===== config.mk =====
export PLATFORM = sky130hd
export DESIGN_NAME = scc_top
export DESIGN_NICKNAME = d
export VERILOG_FILES = /design/src/common/scc_pkg.sv /design/src/common/scc_det_if.sv /design/src/rtl/scc_rate_det.sv /design/src/rtl/scc_top.sv
export SDC_FILE = /design/constraint.sdc
export NUM_CORES = 1
export LEC_CHECK = 0
export ABC_AREA = 1
export BUFFER_PORTS_ARGS = -buffer_cell sky130_fd_sc_hd__buf_2
export CORE_MARGIN = 3
export CORE_UTILIZATION = 38
export CTS_CLUSTER_DIAMETER = 120
export DETAILED_ROUTE_END_ITERATION = 8
export GPL_TIMING_DRIVEN = 0
export PLACE_DENSITY_LB_ADDON = 0.05
export SLEW_MARGIN = 20
export SYNTH_ARGS = -nofsm -noshare
export SYNTH_HDL_FRONTEND = slang
export SYNTH_SLANG_ARGS = --single-unit

===== constraint.sdc =====
create_clock -name ref_clk -period 3.1 [get_ports ref_clk]
set_input_delay 0.31 -clock ref_clk [delete_from_list [all_inputs] [get_ports ref_clk]]
set_output_delay 0.31 -clock ref_clk [all_outputs]
set_load 0.05 [all_outputs]

===== src/common/scc_pkg.sv =====
// Constants and types shared by the sync and clock configuration block.
`default_nettype none
package scc_pkg;
  // ==========================================================================
  // Timing
  // ==========================================================================
  localparam int CLK_PERIOD_NS = 50;
  // Period of the slowest encode rate that still counts as normal (5 MSPS).
  localparam int LOW_RATE_PERIOD_NS = 200;
  localparam int LOW_RATE_CYC = LOW_RATE_PERIOD_NS / CLK_PERIOD_NS;
  localparam int DET_CNT_W = 8;
  localparam logic [DET_CNT_W-1:0] DET_CNT_LIM =
    DET_CNT_W'(LOW_RATE_CYC);
  localparam logic [DET_CNT_W-1:0] DET_CNT_MAX = 8'hFF;

  // ==========================================================================
  // Serial port framing
  // ==========================================================================
  localparam int ADDR_W = 13;
  localparam logic [3:0] INSTR_LAST_BIT = 4'hF;
  localparam logic [3:0] BYTE_LAST_BIT = 4'h7;
  localparam int INSTR_RW_BIT = 15;

  // ==========================================================================
  // Register map
  // ==========================================================================
  localparam logic [ADDR_W-1:0] SYNC_CONTROL_ADDR = 13'h0100;
  localparam logic [ADDR_W-1:0] USER_CLOCK_OPTIONS_ADDR = 13'h0101;
  localparam logic [7:0] SYNC_CONTROL_RESET = 8'h01;
  localparam logic [7:0] USER_CLOCK_OPTIONS_RESET = 8'h88;
  localparam logic [7:0] UNMAPPED_READ = 8'h00;

  // sync_control fields.
  localparam int MASTER_SYNC_BIT = 0;
  localparam int DIV_SYNC_EN_BIT = 1;
  localparam int ONE_SHOT_BIT = 2;
  localparam logic [7:0] SYNC_CONTROL_MASK = 8'h07;

  // user_clock_options fields.
  localparam int PULLDOWN_DIS_BIT = 0;
  localparam int OSC_RUN_BIT = 2;
  localparam int DETECT_EN_BIT = 3;
  localparam int OE_PIN_CTL_BIT = 7;
  localparam logic [7:0] USER_CLOCK_OPTIONS_MASK = 8'h8D;

  typedef enum logic [1:0] {
    SCC_SPI_INSTR,
    SCC_SPI_WDATA,
    SCC_SPI_RDATA
  } scc_spi_state_t;
endpackage
`default_nettype wire


===== src/common/scc_det_if.sv =====
// Link between the register logic and the low encode rate detector.
`timescale 1ns/100ps
`default_nettype none
interface scc_det_if;
  logic detect_en;
  logic low_rate;

  modport ctl (
    output detect_en,
    input  low_rate
  );
  modport det (
    input  detect_en,
    output low_rate
  );
endinterface
`default_nettype wire


===== src/rtl/scc_rate_det.sv =====
// Low encode rate detector measuring the encode clock pin in ref_clk cycles.
`timescale 1ns/100ps
`default_nettype none
module scc_rate_det (
  input  wire logic  ref_clk,
  input  wire logic  rst,
  input  wire logic  enc_clk_pin,
  scc_det_if.det     det
);
  // ==========================================================================
  // State
  // ==========================================================================
  typedef struct packed {
    logic                           enc_m;
    logic                           enc_s;
    logic                           enc_d;
    logic [scc_pkg::DET_CNT_W-1:0]  gap;
    logic                           low;
  } scc_det_state_t;

  scc_det_state_t st_reg;
  scc_det_state_t st_next;

  // ==========================================================================
  // Period measurement
  // ==========================================================================
  // The pin is only sampled at ref_clk, so an encode clock faster than about
  // half of ref_clk aliases; it can then read as slow even though it is not.
  always_comb begin
    st_next = st_reg;
    st_next.enc_m = enc_clk_pin;
    st_next.enc_s = st_reg.enc_m;
    st_next.enc_d = st_reg.enc_s;
    if (!det.detect_en) begin
      st_next.gap = '0;
      st_next.low = 1'b0;
    end else if (st_reg.enc_s && !st_reg.enc_d) begin
      st_next.low = (st_reg.gap >= scc_pkg::DET_CNT_LIM);
      st_next.gap = '0;
    end else begin
      if (st_reg.gap != scc_pkg::DET_CNT_MAX) begin
        st_next.gap = st_reg.gap + 1'b1;
      end
      // A stopped encode clock must also read as slow.
      if (st_reg.gap >= scc_pkg::DET_CNT_LIM) begin
        st_next.low = 1'b1;
      end
    end
  end

  always_ff @(posedge ref_clk or posedge rst) begin
    if (rst) begin
      st_reg <= '0;
    end else begin
      st_reg <= st_next;
    end
  end

  assign det.low_rate = st_reg.low;
endmodule
`default_nettype wire


===== src/rtl/scc_top.sv =====
// Sync gating, housekeeping oscillator control and serial register port.
`timescale 1ns/100ps
`default_nettype none
module scc_top (
  input  wire logic  ref_clk,
  input  wire logic  rst,
  input  wire logic  sclk,
  input  wire logic  csb_n,
  input  wire logic  sdio_in,
  output logic       sdio_out,
  output logic       sdio_oe,
  output logic       sdio_pulldown_en,
  input  wire logic  sync_pin,
  output logic       divider_sync_pulse,
  input  wire logic  output_enable_n_pin,
  output logic       data_out_en,
  input  wire logic  enc_clk_pin,
  output logic       housekeeping_oscillator_on
);
  // ==========================================================================
  // State
  // ==========================================================================
  typedef struct packed {
    logic                         sclk_m;
    logic                         sclk_s;
    logic                         sclk_d;
    logic                         csb_m;
    logic                         csb_s;
    logic                         sdio_m;
    logic                         sdio_s;
    logic                         sync_m;
    logic                         sync_s;
    logic                         sync_d;
    logic                         oen_m;
    logic                         oen_s;
    scc_pkg::scc_spi_state_t      phase;
    logic [3:0]                   bit_cnt;
    logic [15:0]                  shift;
    logic [scc_pkg::ADDR_W-1:0]   addr;
    logic [7:0]                   rd_byte;
    logic                         sdio_out;
    logic                         sdio_oe;
    logic [7:0]                   sync_control;
    logic [7:0]                   user_clock_options;
    logic                         div_sync;
    logic                         out_en;
    logic                         osc_on;
  } scc_state_t;

  scc_state_t st_reg;
  scc_state_t st_next;

  scc_det_if det_link ();

  // ==========================================================================
  // Register read decode
  // ==========================================================================
  function automatic logic [7:0] reg_read(
    input logic [scc_pkg::ADDR_W-1:0] addr,
    input logic [7:0]                 sync_control,
    input logic [7:0]                 user_clock_options
  );
    logic [7:0] data;
    data = scc_pkg::UNMAPPED_READ;
    if (addr == scc_pkg::SYNC_CONTROL_ADDR) begin
      data = sync_control & scc_pkg::SYNC_CONTROL_MASK;
    end else if (addr == scc_pkg::USER_CLOCK_OPTIONS_ADDR) begin
      data = user_clock_options & scc_pkg::USER_CLOCK_OPTIONS_MASK;
    end
    return data;
  endfunction

  // ==========================================================================
  // Next state
  // ==========================================================================
  logic       sclk_rise;
  logic       sclk_fall;
  logic       sync_rise;
  logic       sync_armed;
  logic       wr_stb;
  logic [7:0] wr_byte;
  logic [15:0] shifted;

  always_comb begin
    st_next = st_reg;
    wr_stb = 1'b0;
    wr_byte = '0;

    // Pins are asynchronous to ref_clk; the first stage is never used directly.
    st_next.sclk_m = sclk;
    st_next.sclk_s = st_reg.sclk_m;
    st_next.sclk_d = st_reg.sclk_s;
    st_next.csb_m = csb_n;
    st_next.csb_s = st_reg.csb_m;
    st_next.sdio_m = sdio_in;
    st_next.sdio_s = st_reg.sdio_m;
    st_next.sync_m = sync_pin;
    st_next.sync_s = st_reg.sync_m;
    st_next.sync_d = st_reg.sync_s;
    st_next.oen_m = output_enable_n_pin;
    st_next.oen_s = st_reg.oen_m;

    sclk_rise = st_reg.sclk_s && !st_reg.sclk_d;
    sclk_fall = !st_reg.sclk_s && st_reg.sclk_d;
    sync_rise = st_reg.sync_s && !st_reg.sync_d;
    shifted = {st_reg.shift[14:0], st_reg.sdio_s};

    // Serial port: 16-bit instruction, then bytes with a falling address.
    if (st_reg.csb_s) begin
      st_next.phase = scc_pkg::SCC_SPI_INSTR;
      st_next.bit_cnt = '0;
      st_next.sdio_oe = 1'b0;
    end else begin
      case (st_reg.phase)
        scc_pkg::SCC_SPI_INSTR: begin
          if (sclk_rise) begin
            st_next.shift = shifted;
            st_next.bit_cnt = st_reg.bit_cnt + 1'b1;
            if (st_reg.bit_cnt == scc_pkg::INSTR_LAST_BIT) begin
              st_next.bit_cnt = '0;
              st_next.addr = shifted[scc_pkg::ADDR_W-1:0];
              st_next.rd_byte = reg_read(shifted[scc_pkg::ADDR_W-1:0],
                                         st_reg.sync_control,
                                         st_reg.user_clock_options);
              if (shifted[scc_pkg::INSTR_RW_BIT]) begin
                st_next.phase = scc_pkg::SCC_SPI_RDATA;
              end else begin
                st_next.phase = scc_pkg::SCC_SPI_WDATA;
              end
            end
          end
        end
        scc_pkg::SCC_SPI_WDATA: begin
          if (sclk_rise) begin
            st_next.shift = shifted;
            st_next.bit_cnt = st_reg.bit_cnt + 1'b1;
            if (st_reg.bit_cnt == scc_pkg::BYTE_LAST_BIT) begin
              st_next.bit_cnt = '0;
              st_next.addr = st_reg.addr - 1'b1;
              wr_stb = 1'b1;
              wr_byte = shifted[7:0];
            end
          end
        end
        scc_pkg::SCC_SPI_RDATA: begin
          if (sclk_fall) begin
            st_next.sdio_oe = 1'b1;
            st_next.sdio_out = st_reg.rd_byte[7];
            st_next.rd_byte = {st_reg.rd_byte[6:0], 1'b0};
            st_next.bit_cnt = st_reg.bit_cnt + 1'b1;
            if (st_reg.bit_cnt == scc_pkg::BYTE_LAST_BIT) begin
              st_next.bit_cnt = '0;
              st_next.addr = st_reg.addr - 1'b1;
              st_next.rd_byte = reg_read(st_reg.addr - 1'b1,
                                         st_reg.sync_control,
                                         st_reg.user_clock_options);
            end
          end
        end
        default: begin
          st_next.phase = scc_pkg::SCC_SPI_INSTR;
        end
      endcase
    end

    // Sync gating to the clock divider.
    sync_armed = st_reg.sync_control[scc_pkg::MASTER_SYNC_BIT]
      && st_reg.sync_control[scc_pkg::DIV_SYNC_EN_BIT];
    st_next.div_sync = sync_rise && sync_armed;
    if (sync_rise && sync_armed
        && st_reg.sync_control[scc_pkg::ONE_SHOT_BIT]) begin
      // Dropping the gate is what makes every later pulse ignored.
      st_next.sync_control[scc_pkg::DIV_SYNC_EN_BIT] =
        1'b0;
    end

    // A host write lands after the self-clear, so a set in the same cycle
    // is never lost.
    if (wr_stb) begin
      if (st_reg.addr == scc_pkg::SYNC_CONTROL_ADDR) begin
        st_next.sync_control = wr_byte & scc_pkg::SYNC_CONTROL_MASK;
      end else if (st_reg.addr == scc_pkg::USER_CLOCK_OPTIONS_ADDR) begin
        st_next.user_clock_options =
          wr_byte & scc_pkg::USER_CLOCK_OPTIONS_MASK;
      end
    end

    // Output enable pin; with the function off the outputs stay enabled.
    if (st_reg.user_clock_options[scc_pkg::OE_PIN_CTL_BIT]) begin
      st_next.out_en = !st_reg.oen_s;
    end else begin
      st_next.out_en = 1'b1;
    end

    st_next.osc_on =
      st_reg.user_clock_options[scc_pkg::OSC_RUN_BIT]
      || det_link.low_rate;
  end

  always_ff @(posedge ref_clk or posedge rst) begin
    if (rst) begin
      st_reg <= '0;
      st_reg.sclk_m <= 1'b0;
      st_reg.csb_m <= 1'b1;
      st_reg.csb_s <= 1'b1;
      st_reg.sync_control <= scc_pkg::SYNC_CONTROL_RESET;
      st_reg.user_clock_options <= scc_pkg::USER_CLOCK_OPTIONS_RESET;
      st_reg.out_en <= 1'b1;
      st_reg.phase <= scc_pkg::SCC_SPI_INSTR;
    end else begin
      st_reg <= st_next;
    end
  end

  // ==========================================================================
  // Detector and outputs
  // ==========================================================================
  assign det_link.detect_en =
    st_reg.user_clock_options[scc_pkg::DETECT_EN_BIT];

  scc_rate_det u_rate_det (
    .ref_clk     (ref_clk),
    .rst         (rst),
    .enc_clk_pin (enc_clk_pin),
    .det         (det_link)
  );

  assign sdio_out = st_reg.sdio_out;
  assign sdio_oe = st_reg.sdio_oe;
  assign sdio_pulldown_en =
    !st_reg.user_clock_options[scc_pkg::PULLDOWN_DIS_BIT];
  assign divider_sync_pulse = st_reg.div_sync;
  assign data_out_en = st_reg.out_en;
  assign housekeeping_oscillator_on = st_reg.osc_on;
endmodule
`default_nettype wire


## Word-level counts from Yosys, hierarchy flattened

Index checks and enable logic that the tools add are counted.

- Bits of input ports: 8
- Word-level logic and storage cells: 131
- Flip-flop bits (word level): 78
- Output and inout port bits: 6

- Bitwise gates (word level): 2
- Add/subtract/negate cells: 3
- Magnitude comparators: 1
- Equality and inequality tests: 24
- Muxes and demuxes: 40
- Reduce and logical (&&, ||, !) cells: 31

Operators with widths:

| operator | number |
|---|---|
| 8-bit two-way mux | 11 |
| 13-bit by 9-bit equality test with 1-bit output, second input constant | 6 |
| 43-bit two-way mux | 1 |
| 21-bit two-way mux | 2 |
| 13-bit one-hot mux with 3 select lines | 1 |
| 33-bit two-way mux | 1 |
| 15-bit one-hot mux with 2 select lines | 1 |
| 23-bit two-way mux | 1 |
| 9-bit two-way mux | 2 |
| 8-bit one-hot mux with 2 select lines | 1 |
| 13-bit two-way mux | 1 |
| 13-bit by 1-bit subtractor with 13-bit output, second input constant | 1 |
| 6-bit two-way mux | 2 |
| 2-bit inequality test, second input constant | 6 |
| 3-bit inequality test, second input constant | 4 |
| 4-bit one-hot mux with 3 select lines | 1 |
| 10-bit two-way mux | 1 |
| 1-bit two-way mux | 9 |
| 3-bit AND reduction | 3 |
| 8-bit by 1-bit adder with 8-bit output, second input constant | 1 |
| 8-bit by 3-bit >= comparator with 1-bit output, second input constant | 1 |
| 4-bit two-way mux | 2 |
| 8-bit inequality test, second input constant | 1 |
| 4-bit AND reduction | 2 |
| other kinds (21) | 39 |

## Longest topological paths before layout

Gate-level depths: netlist of the first run.

- Depth in word-level cells: 8
- Mapped depth: 14
- Gate-level depth less buffers: 14

## Hierarchy

Synthesis of the first run repeated with hierarchy kept, for this count alone.

- Cells, all modules: 475
- Area, all modules: 3945.0 um^2

By module, submodules not included:

| module | cells an instance | area each (um^2) | times used |
|---|---|---|---|
| scc_top | 397 | 3319.4 | 1 |
| scc_rate_det | 78 | 625.6 | 1 |

## Worst setup path after synthesis of the first run

OpenSTA, ideal clock, no wires.

- Path kind: flip-flop to flip-flop
- Start point: reg st_reg[62] (netlist bit)
- End point: reg st_reg[37] (netlist bit)
- Data required time: 2.972 ns
- Arrival time: 1.590 ns
- Cell stages (with the launch flop): 10
- Clock period less this slack: 1.718 ns
- Setup slack: 1.382 ns
- Path buffers: 1
- Cells stage by stage: dfrtp_1 inv_1 ha_1 nor2_1 o21ai_1 a21oi_1 nand2_1 nor2_4 buf_2 a31oi_1

- Cells in the longest elaborated chain, start to end: 3
- Elaborated cells between the ends (all ways): 12
- Classes of those cells: eq/ne: 8; mux: 1; reduce/logical: 3

RTL lines:

| item | RTL line | text |
|---|---|---|
| from (decl) | scc_top.sv:50 | `scc_state_t st_reg;` |
| from (signal assigned) | scc_top.sv:211 | `st_reg <= st_next;` |
| 2-bit equality test, or another cell as far along | scc_top.sv:114 | `case (st_reg.phase)` |
| 2-bit inequality test (no source line) / 3-bit nonzero test (equally long branches) | n/a |  |
| 8-bit AND reduction (no source line) | n/a |  |

Parallel ways exist; a longest one is shown, timed or not.
A chain may end at the register's enable or synchronous reset.

## Final worst setup path of the first run

- Start point: reg st_reg[62] (netlist bit)
- End point: reg st_reg[28] (netlist bit)

- Cells in the longest elaborated chain, start to end: 3
- Elaborated cells between the ends (all ways): 8
- Classes of those cells: eq/ne: 4; mux: 1; reduce/logical: 3

RTL lines:

| item | RTL line |
|---|---|
| 2-bit equality test / 2-bit logical NOT (equally long branches) | scc_top.sv:114 |
| 2-bit inequality test (no source line) / 2-bit nonzero test (equally long branches) | n/a |
| 5-bit AND reduction (no source line) | n/a |

Parallel ways exist; a longest one is shown, timed or not.

==> flow_summary.ini, run 1 <==
[pwr]
powerDensity_mw_per_mm2 = 462
p_leak_nw = 2.10
p_int_w = 0.00153
swShare = 0.256
p_sw_w = 0.000525
seq_power_share = 0.547
p_comb_frac = 0.081
max-vdd-ir-drop_mv = 0.301
p_clk_frac = 0.372

[routing]
highest_layer = met4
via_count = 3259
drc = 0
routed_wl_mm = 9.05
met2_length_mm = 3.91
wl_met1_mm = 4.67
drt_iter0_drc = 221
dr.pass1.iters = 5
ant_nets = 0
wl_met3_um = 335
via_per_inst = 4.99
wire_per_inst_um = 13.9

[place]
hpwl_mm = 6.72
portBuffers = 13
placed_area_mm2 = 0.00424
post-place-cells = 636
gp_congestion = 0.834

[yosys]
synth_edf_count = 0
netlist_area_mm2 = 0.00398
synth-seq-cells = 78
ys_dominant_reg_cell = dfrtp_1
synthCells = 489
netlist.area_leader.share = 0.453
seq_area_frac_synth = 0.493
synth_area_leader_cell = dfrtp_1
yosysUniqueCellTypes = 41
async_flop_share = 1.00
synth_nets = 506
syn_avg_cell_area_um2 = 8.13
synthTopCellsByArea = dfrtp_1 45%, nand2_1 9.9%, inv_1 6.3%
ys_warn_count = 0

[sta]
setup_violations = 0
period_share = 0.734
slew_headroom = 0.457
worst_pin_slew_ns = 0.808
finClkSkew_ns = 0.00942
slew_violations = 0
rsz0062_at_grt = false
period_minus_slack_ns = 2.27
clock.fmax_mhz = 440
finalHoldViolCount = 0

[setup_path]
cp.required_ns = 3.36
reg2reg_slack_ns = 0.83
path_delay_family = simple AND/OR/NAND/NOR gates
cp_slowest_cell = dfrtp_1
critPathArrivalTime_ns = 2.54
crit_path_frequent_cell = nand2_1
cp_slowest_stage_delay_ns = 0.38
cp_max_fo = 6
setup.worst_path.start_class = flip-flop
path_buf_inv = 3
crit_path_cell_trace = inv_1, ha_1, inv_2, nor2_1, nand2_1, nor2_1, nand4_1, inv_1, nand2_1, nand2_1, nand2_1, a22oi_2
worstSetupEndpointType = flip-flop
criticalPathCategory = reg -> reg

[die]
start_util = 0.400
dieArea_mm2 = 0.0117
top_level_ports = 14
rows = 36
die_w_um = 108
core_mm2 = 0.00995
die_h_um = 108

[global_routing]
grt_usage = 0.169
grt_max_degree = 57
grt_pass1_vias = 3135
overflow = 0
antenna_found_initial = 0
grt_pass1_wl_mm = 15.5

[clocking]
cts_buffers = 9
cts_root_buf = clkbuf_8
cts_resized = 0
cts.sinks = 78
path_clk_slew_ns = 0.08
clock_path_buffers = 2
hold_buffers = 1
cts_tree = done
post_cts_buffers = 0
cts_max_level = 3
clk_latency_ns = 0.34

[cells_and_area]
antennaDiodeCount = 0
fin_cells = 653
area_delta_synth_final_pct = 11.7
nets = 532
final_layout_size_suffix_gt1_frac = 0.144
fin_area_mm2 = 0.00444
largest_reg_flops = 37

[run_status]
status = completed

[job]
drv_cap = 0

[hold_path]
hp-class = in -> reg
[logic make-up after synthesis]
logic type | synth area share
flops | 0.493
mux | 0.00283
simple gates | 0.255
xor+xnor | 0.00440
fa+ha+maj | 0.0283
buf+inv | 0.0827
compound gates | 0.134
[Yosys cell counts, types with 2 or more instances]
master	count
o22ai_1	7
nand4_1	11
nor2_1	53
nor2_2	8
nor2_4	5
ha_1	9
nand3_1	19
or2_2	2
inv_2	7
inv_1	67
a211oi_1	2
a21oi_2	2
nor4_1	3
nand2_1	105
nand2_2	6
a22oi_1	2
xor2_1	2
a31oi_1	8
o21ai_1	5
buf_2	2
buf_6	2
dfrtp_1	72
clkbuf_1	4
dfstp_2	6
nor3_1	7
a21oi_1	19
o21ai_0	40
[final timing paths]
path,to,cells after the start,startpoint
max reg2reg,st_reg[28]$_DFFE_PP0P_,12,st_reg[62]$_DFFE_PP0P_
max in group asynchronous,data_out_en$_DFF_PP1_,4,rst
max,st_reg[28]$_DFFE_PP0P_,12,st_reg[62]$_DFFE_PP0P_
min reg2reg,u_rate_det.st_next[9]$_DFF_PP0_,0,u_rate_det.st_next[10]$_DFF_PP0_
min,st_next[71]$_DFF_PP1_,1,csb_n
min in group asynchronous,st_reg[31]$_DFFE_PP0P_,3,rst
[power by group through the flow]
stage | registers, W | logic, W | clock network (W)
after global placement | 0.00114 | 0.000161 | 0
after CTS | 0.00112 | 0.000170 | 0.000795
after global routing | 0.00113 | 0.000198 | 0.000841
final | 0.00112 | 0.000167 | 0.000763
after detailed placement | 0.00114 | 0.000168 | 0
after floorplan | 0.00113 | 0.000122 | 0
[layer usage]
layer | up-vias | track usage
met2 | 55 | 0.248
met3 | 8 | 0.0364
li1 | 1633 | -
met1 | 1563 | 0.253
met5 | - | 0
met4 | 0 | 0.0460
[layout make-up]
type                            instances  area, µm²
Clock buffer                           12        145
Multi-Input combinational cell        328       1690
Clock inverter                          4       47.5
Tap cell                              133        166
Fill cell                             995       5510
Inverter                               75        284
Timing Repair Buffer                   15        103
Sequential cell                        78       1960
Buffer                                  8       47.5
[worst register-to-register path, delay by kind of cell (launching register included)]
family	cells	cell delay (ns)
adder cells (fa/ha/maj)	1	0.28
flip-flops	1	0.38
AND/OR/NAND/NOR	7	1.08
buffers and inverters	3	0.32
AO/OA/AOI/OAI	1	0.12
[metrics by stage]
stage / setup WS, ns / power [W] / hold slack [ns] / utilization / TNS, ns
6_report: 0.826 / 0.00205 / 0.0646 / 0.446 / 0
5_1_grt: 0.632 / 0.00217 / 0.0296 / 0.446 / 0
3_3_place_gp: -0.303 / 0.00130 / 0.333 / 0.423 / -21.23
3_5_place_dp: 0.866 / 0.00131 / 0.313 / 0.426 / 0
2_1_floorplan: 0.805 / 0.00125 / 0.314 / - / 0
4_1_cts: 0.848 / 0.00209 / 0.0456 / 0.446 / 0
[layout by cell type (no fill, tap or decap), types with 8 or more instances in the layout]
master / n
dfrtp_1: 72
nor2_2: 8
nand4_1: 11
buf_2: 15
inv_1: 66
a21oi_1: 19
nand2_1: 105
nor2_1: 53
a31oi_1: 8
clkbuf_8: 10
ha_1: 9
nand3_1: 19
o21ai_0: 40
No activity file was read; power rests on OpenSTA's default activity.
==> run 2: changes to the inputs <==
==> constraint.sdc (replaced) <==
create_clock -name ref_clk -period 2.4 [get_ports ref_clk]
set_input_delay 0.24 -clock ref_clk [delete_from_list [all_inputs] [get_ports ref_clk]]
set_output_delay 0.24 -clock ref_clk [all_outputs]
set_load 0.05 [all_outputs]
==> flow_summary.ini, run 2 (synthesis gave the netlist of run 1 again) <==
[clocking]
cts.sinks = 78
cts_root_buf = clkbuf_8
path_clk_slew_ns = 0.08
cts_buffers = 9
clock_path_buffers = 2
cts_tree = done
cts_max_level = 3
clk_latency_ns = 0.34

[cells_and_area]
final_common_cell = nand2_1
largest_reg_flops = 37
fin_area_mm2 = 0.00453
area_delta_synth_final_pct = 13.8
mostFrequentLayoutCells = 104 x nand2_1, 72 x dfrtp_1, 66 x inv_1
nets = 541
final_layout_size_suffix_gt1_frac = 0.149
antennaDiodeCount = 0

[sta]
setup_violations = 0
slew_headroom = 0.460
finClkSkew_ns = 0.00992
slew_violations = 0
period_share = 0.924
finalHoldViolCount = 0
clock.fmax_mhz = 451
period_minus_slack_ns = 2.22
worst_pin_slew_ns = 0.803
rsz0062_at_grt = false
worst_hold_slack_ns = 0.350

[setup_path]
cp.required_ns = 2.66
cp_max_fo = 6
setup.worst_path.start_class = flip-flop
worstSetupEndpointType = flip-flop
critPathArrivalTime_ns = 2.48
criticalPathCategory = reg -> reg

[routing]
routed_wl_mm = 9.14
drt_iter0_drc = 186
drc = 0
ant_nets = 0
via_per_inst = 4.93
via_count = 3263
dr.pass1.iters = 4
wire_per_inst_um = 13.8

[global_routing]
overflow = 0
grt_pass1_vias = 3165
grt_usage = 0.170
grt_pass1_wl_mm = 15.6
grt_max_degree = 57
antenna_found_initial = 0

[die]
start_util = 0.400
die_h_um = 108
die_w_um = 108
rows = 36
dieArea_mm2 = 0.0117
top_level_ports = 14
core_mm2 = 0.00995

[job]
drv_cap = 0

[pwr]
max-vdd-ir-drop_mv = 0.389
powerDensity_mw_per_mm2 = 587
p_leak_nw = 2.14

[place]
gp_congestion = 0.834
portBuffers = 13
placed_area_mm2 = 0.00424
hpwl_mm = 6.72

[run_status]
status = completed

[hold_path]
hp-class = reg -> reg
-- run 2: cell types whose count changed in the layout (fill, tap and decap cells not counted), sizes merged --
cell | previous run | this run
dlygate4sd3 | 1 | 7
buf | 18 | 21
-- run 2: per-stage QoR --
step	TNS (ns)	util	worst slack (ns)	total power, W	cells
5_1_grt	0	0.455	0.0137	0.00281	662
4_1_cts	0	0.452	0.148	0.00270	659
3_3_place_gp	-67.38	0.423	-0.933	0.00168	635
3_5_place_dp	0	0.426	0.166	0.00169	636
2_1_floorplan	0	-	0.175	0.00161	489
6_report	0	0.455	0.183	0.00266	662
-- run 2: worst paths after layout --
check	startpoint	slack, ns	cells after the start	end
worst min register to register	u_rate_det.st_next[10]$_DFF_PP0_	0.35	0	u_rate_det.st_next[9]$_DFF_PP0_
min in group asynchronous	rst	0.42	3	st_reg[31]$_DFFE_PP0P_
worst max-delay path	st_reg[62]$_DFFE_PP0P_	0.18	12	st_reg[28]$_DFFE_PP0P_
worst min-delay path	u_rate_det.st_next[10]$_DFF_PP0_	0.35	0	u_rate_det.st_next[9]$_DFF_PP0_
worst max register to register	st_reg[62]$_DFFE_PP0P_	0.18	12	st_reg[28]$_DFFE_PP0P_
max in group asynchronous	rst	1.34	4	data_out_en$_DFF_PP1_
-- run 2: what timing repair did --
action,in CTS,in global routing
setup endpoints to repair,0,4
hold buffers,7,0
gates resized for setup,0,1
buffers inserted,0,3
endpoints found under the hold margin,28,0
-- run 2: final cells by class --
class                      count  area (µm²)
sequential                    78        1960
clock buffer                  12         145
clock inverter                 4        47.5
timing repair buffer          24         185
fill                         985        5430
buffer                         8        47.5
tap                          133         166
inverter                      75         284
multi-input combinational    328        1690
-- run 2: critical path, stage by stage (launching register included) --
cell,delay (ns)
dfrtp_1,0.39
inv_1,0.10
ha_1,0.28
inv_2,0.11
nor2_1,0.31
nand2_2,0.20
nor2_1,0.13
nand4_1,0.16
inv_1,0.11
nand2_1,0.08
nand2_1,0.06
nand2_1,0.08
a22oi_2,0.12
-- run 2: where the power goes --
group	switching, W	internal, W	total (W)	leakage (nW)
Clock	0.000478	0.000507	0.000985	0.0964
Sequential	0.0000583	0.00139	0.00145	1.02
Combinational	0.000142	0.0000814	0.000223	1.03
Total	0.000678	0.00198	0.00266	2.14
-- run 2: layer usage --
metal | vias to the layer above | part of all wire | global-route usage
met3 | 8 | 0.041 | 0.0364
met1 | 1552 | 0.51 | 0.254
met4 | 0 | 0.014 | 0.0460
met5 | - | 0 | 0
met2 | 51 | 0.43 | 0.250
li1 | 1652 | - | -
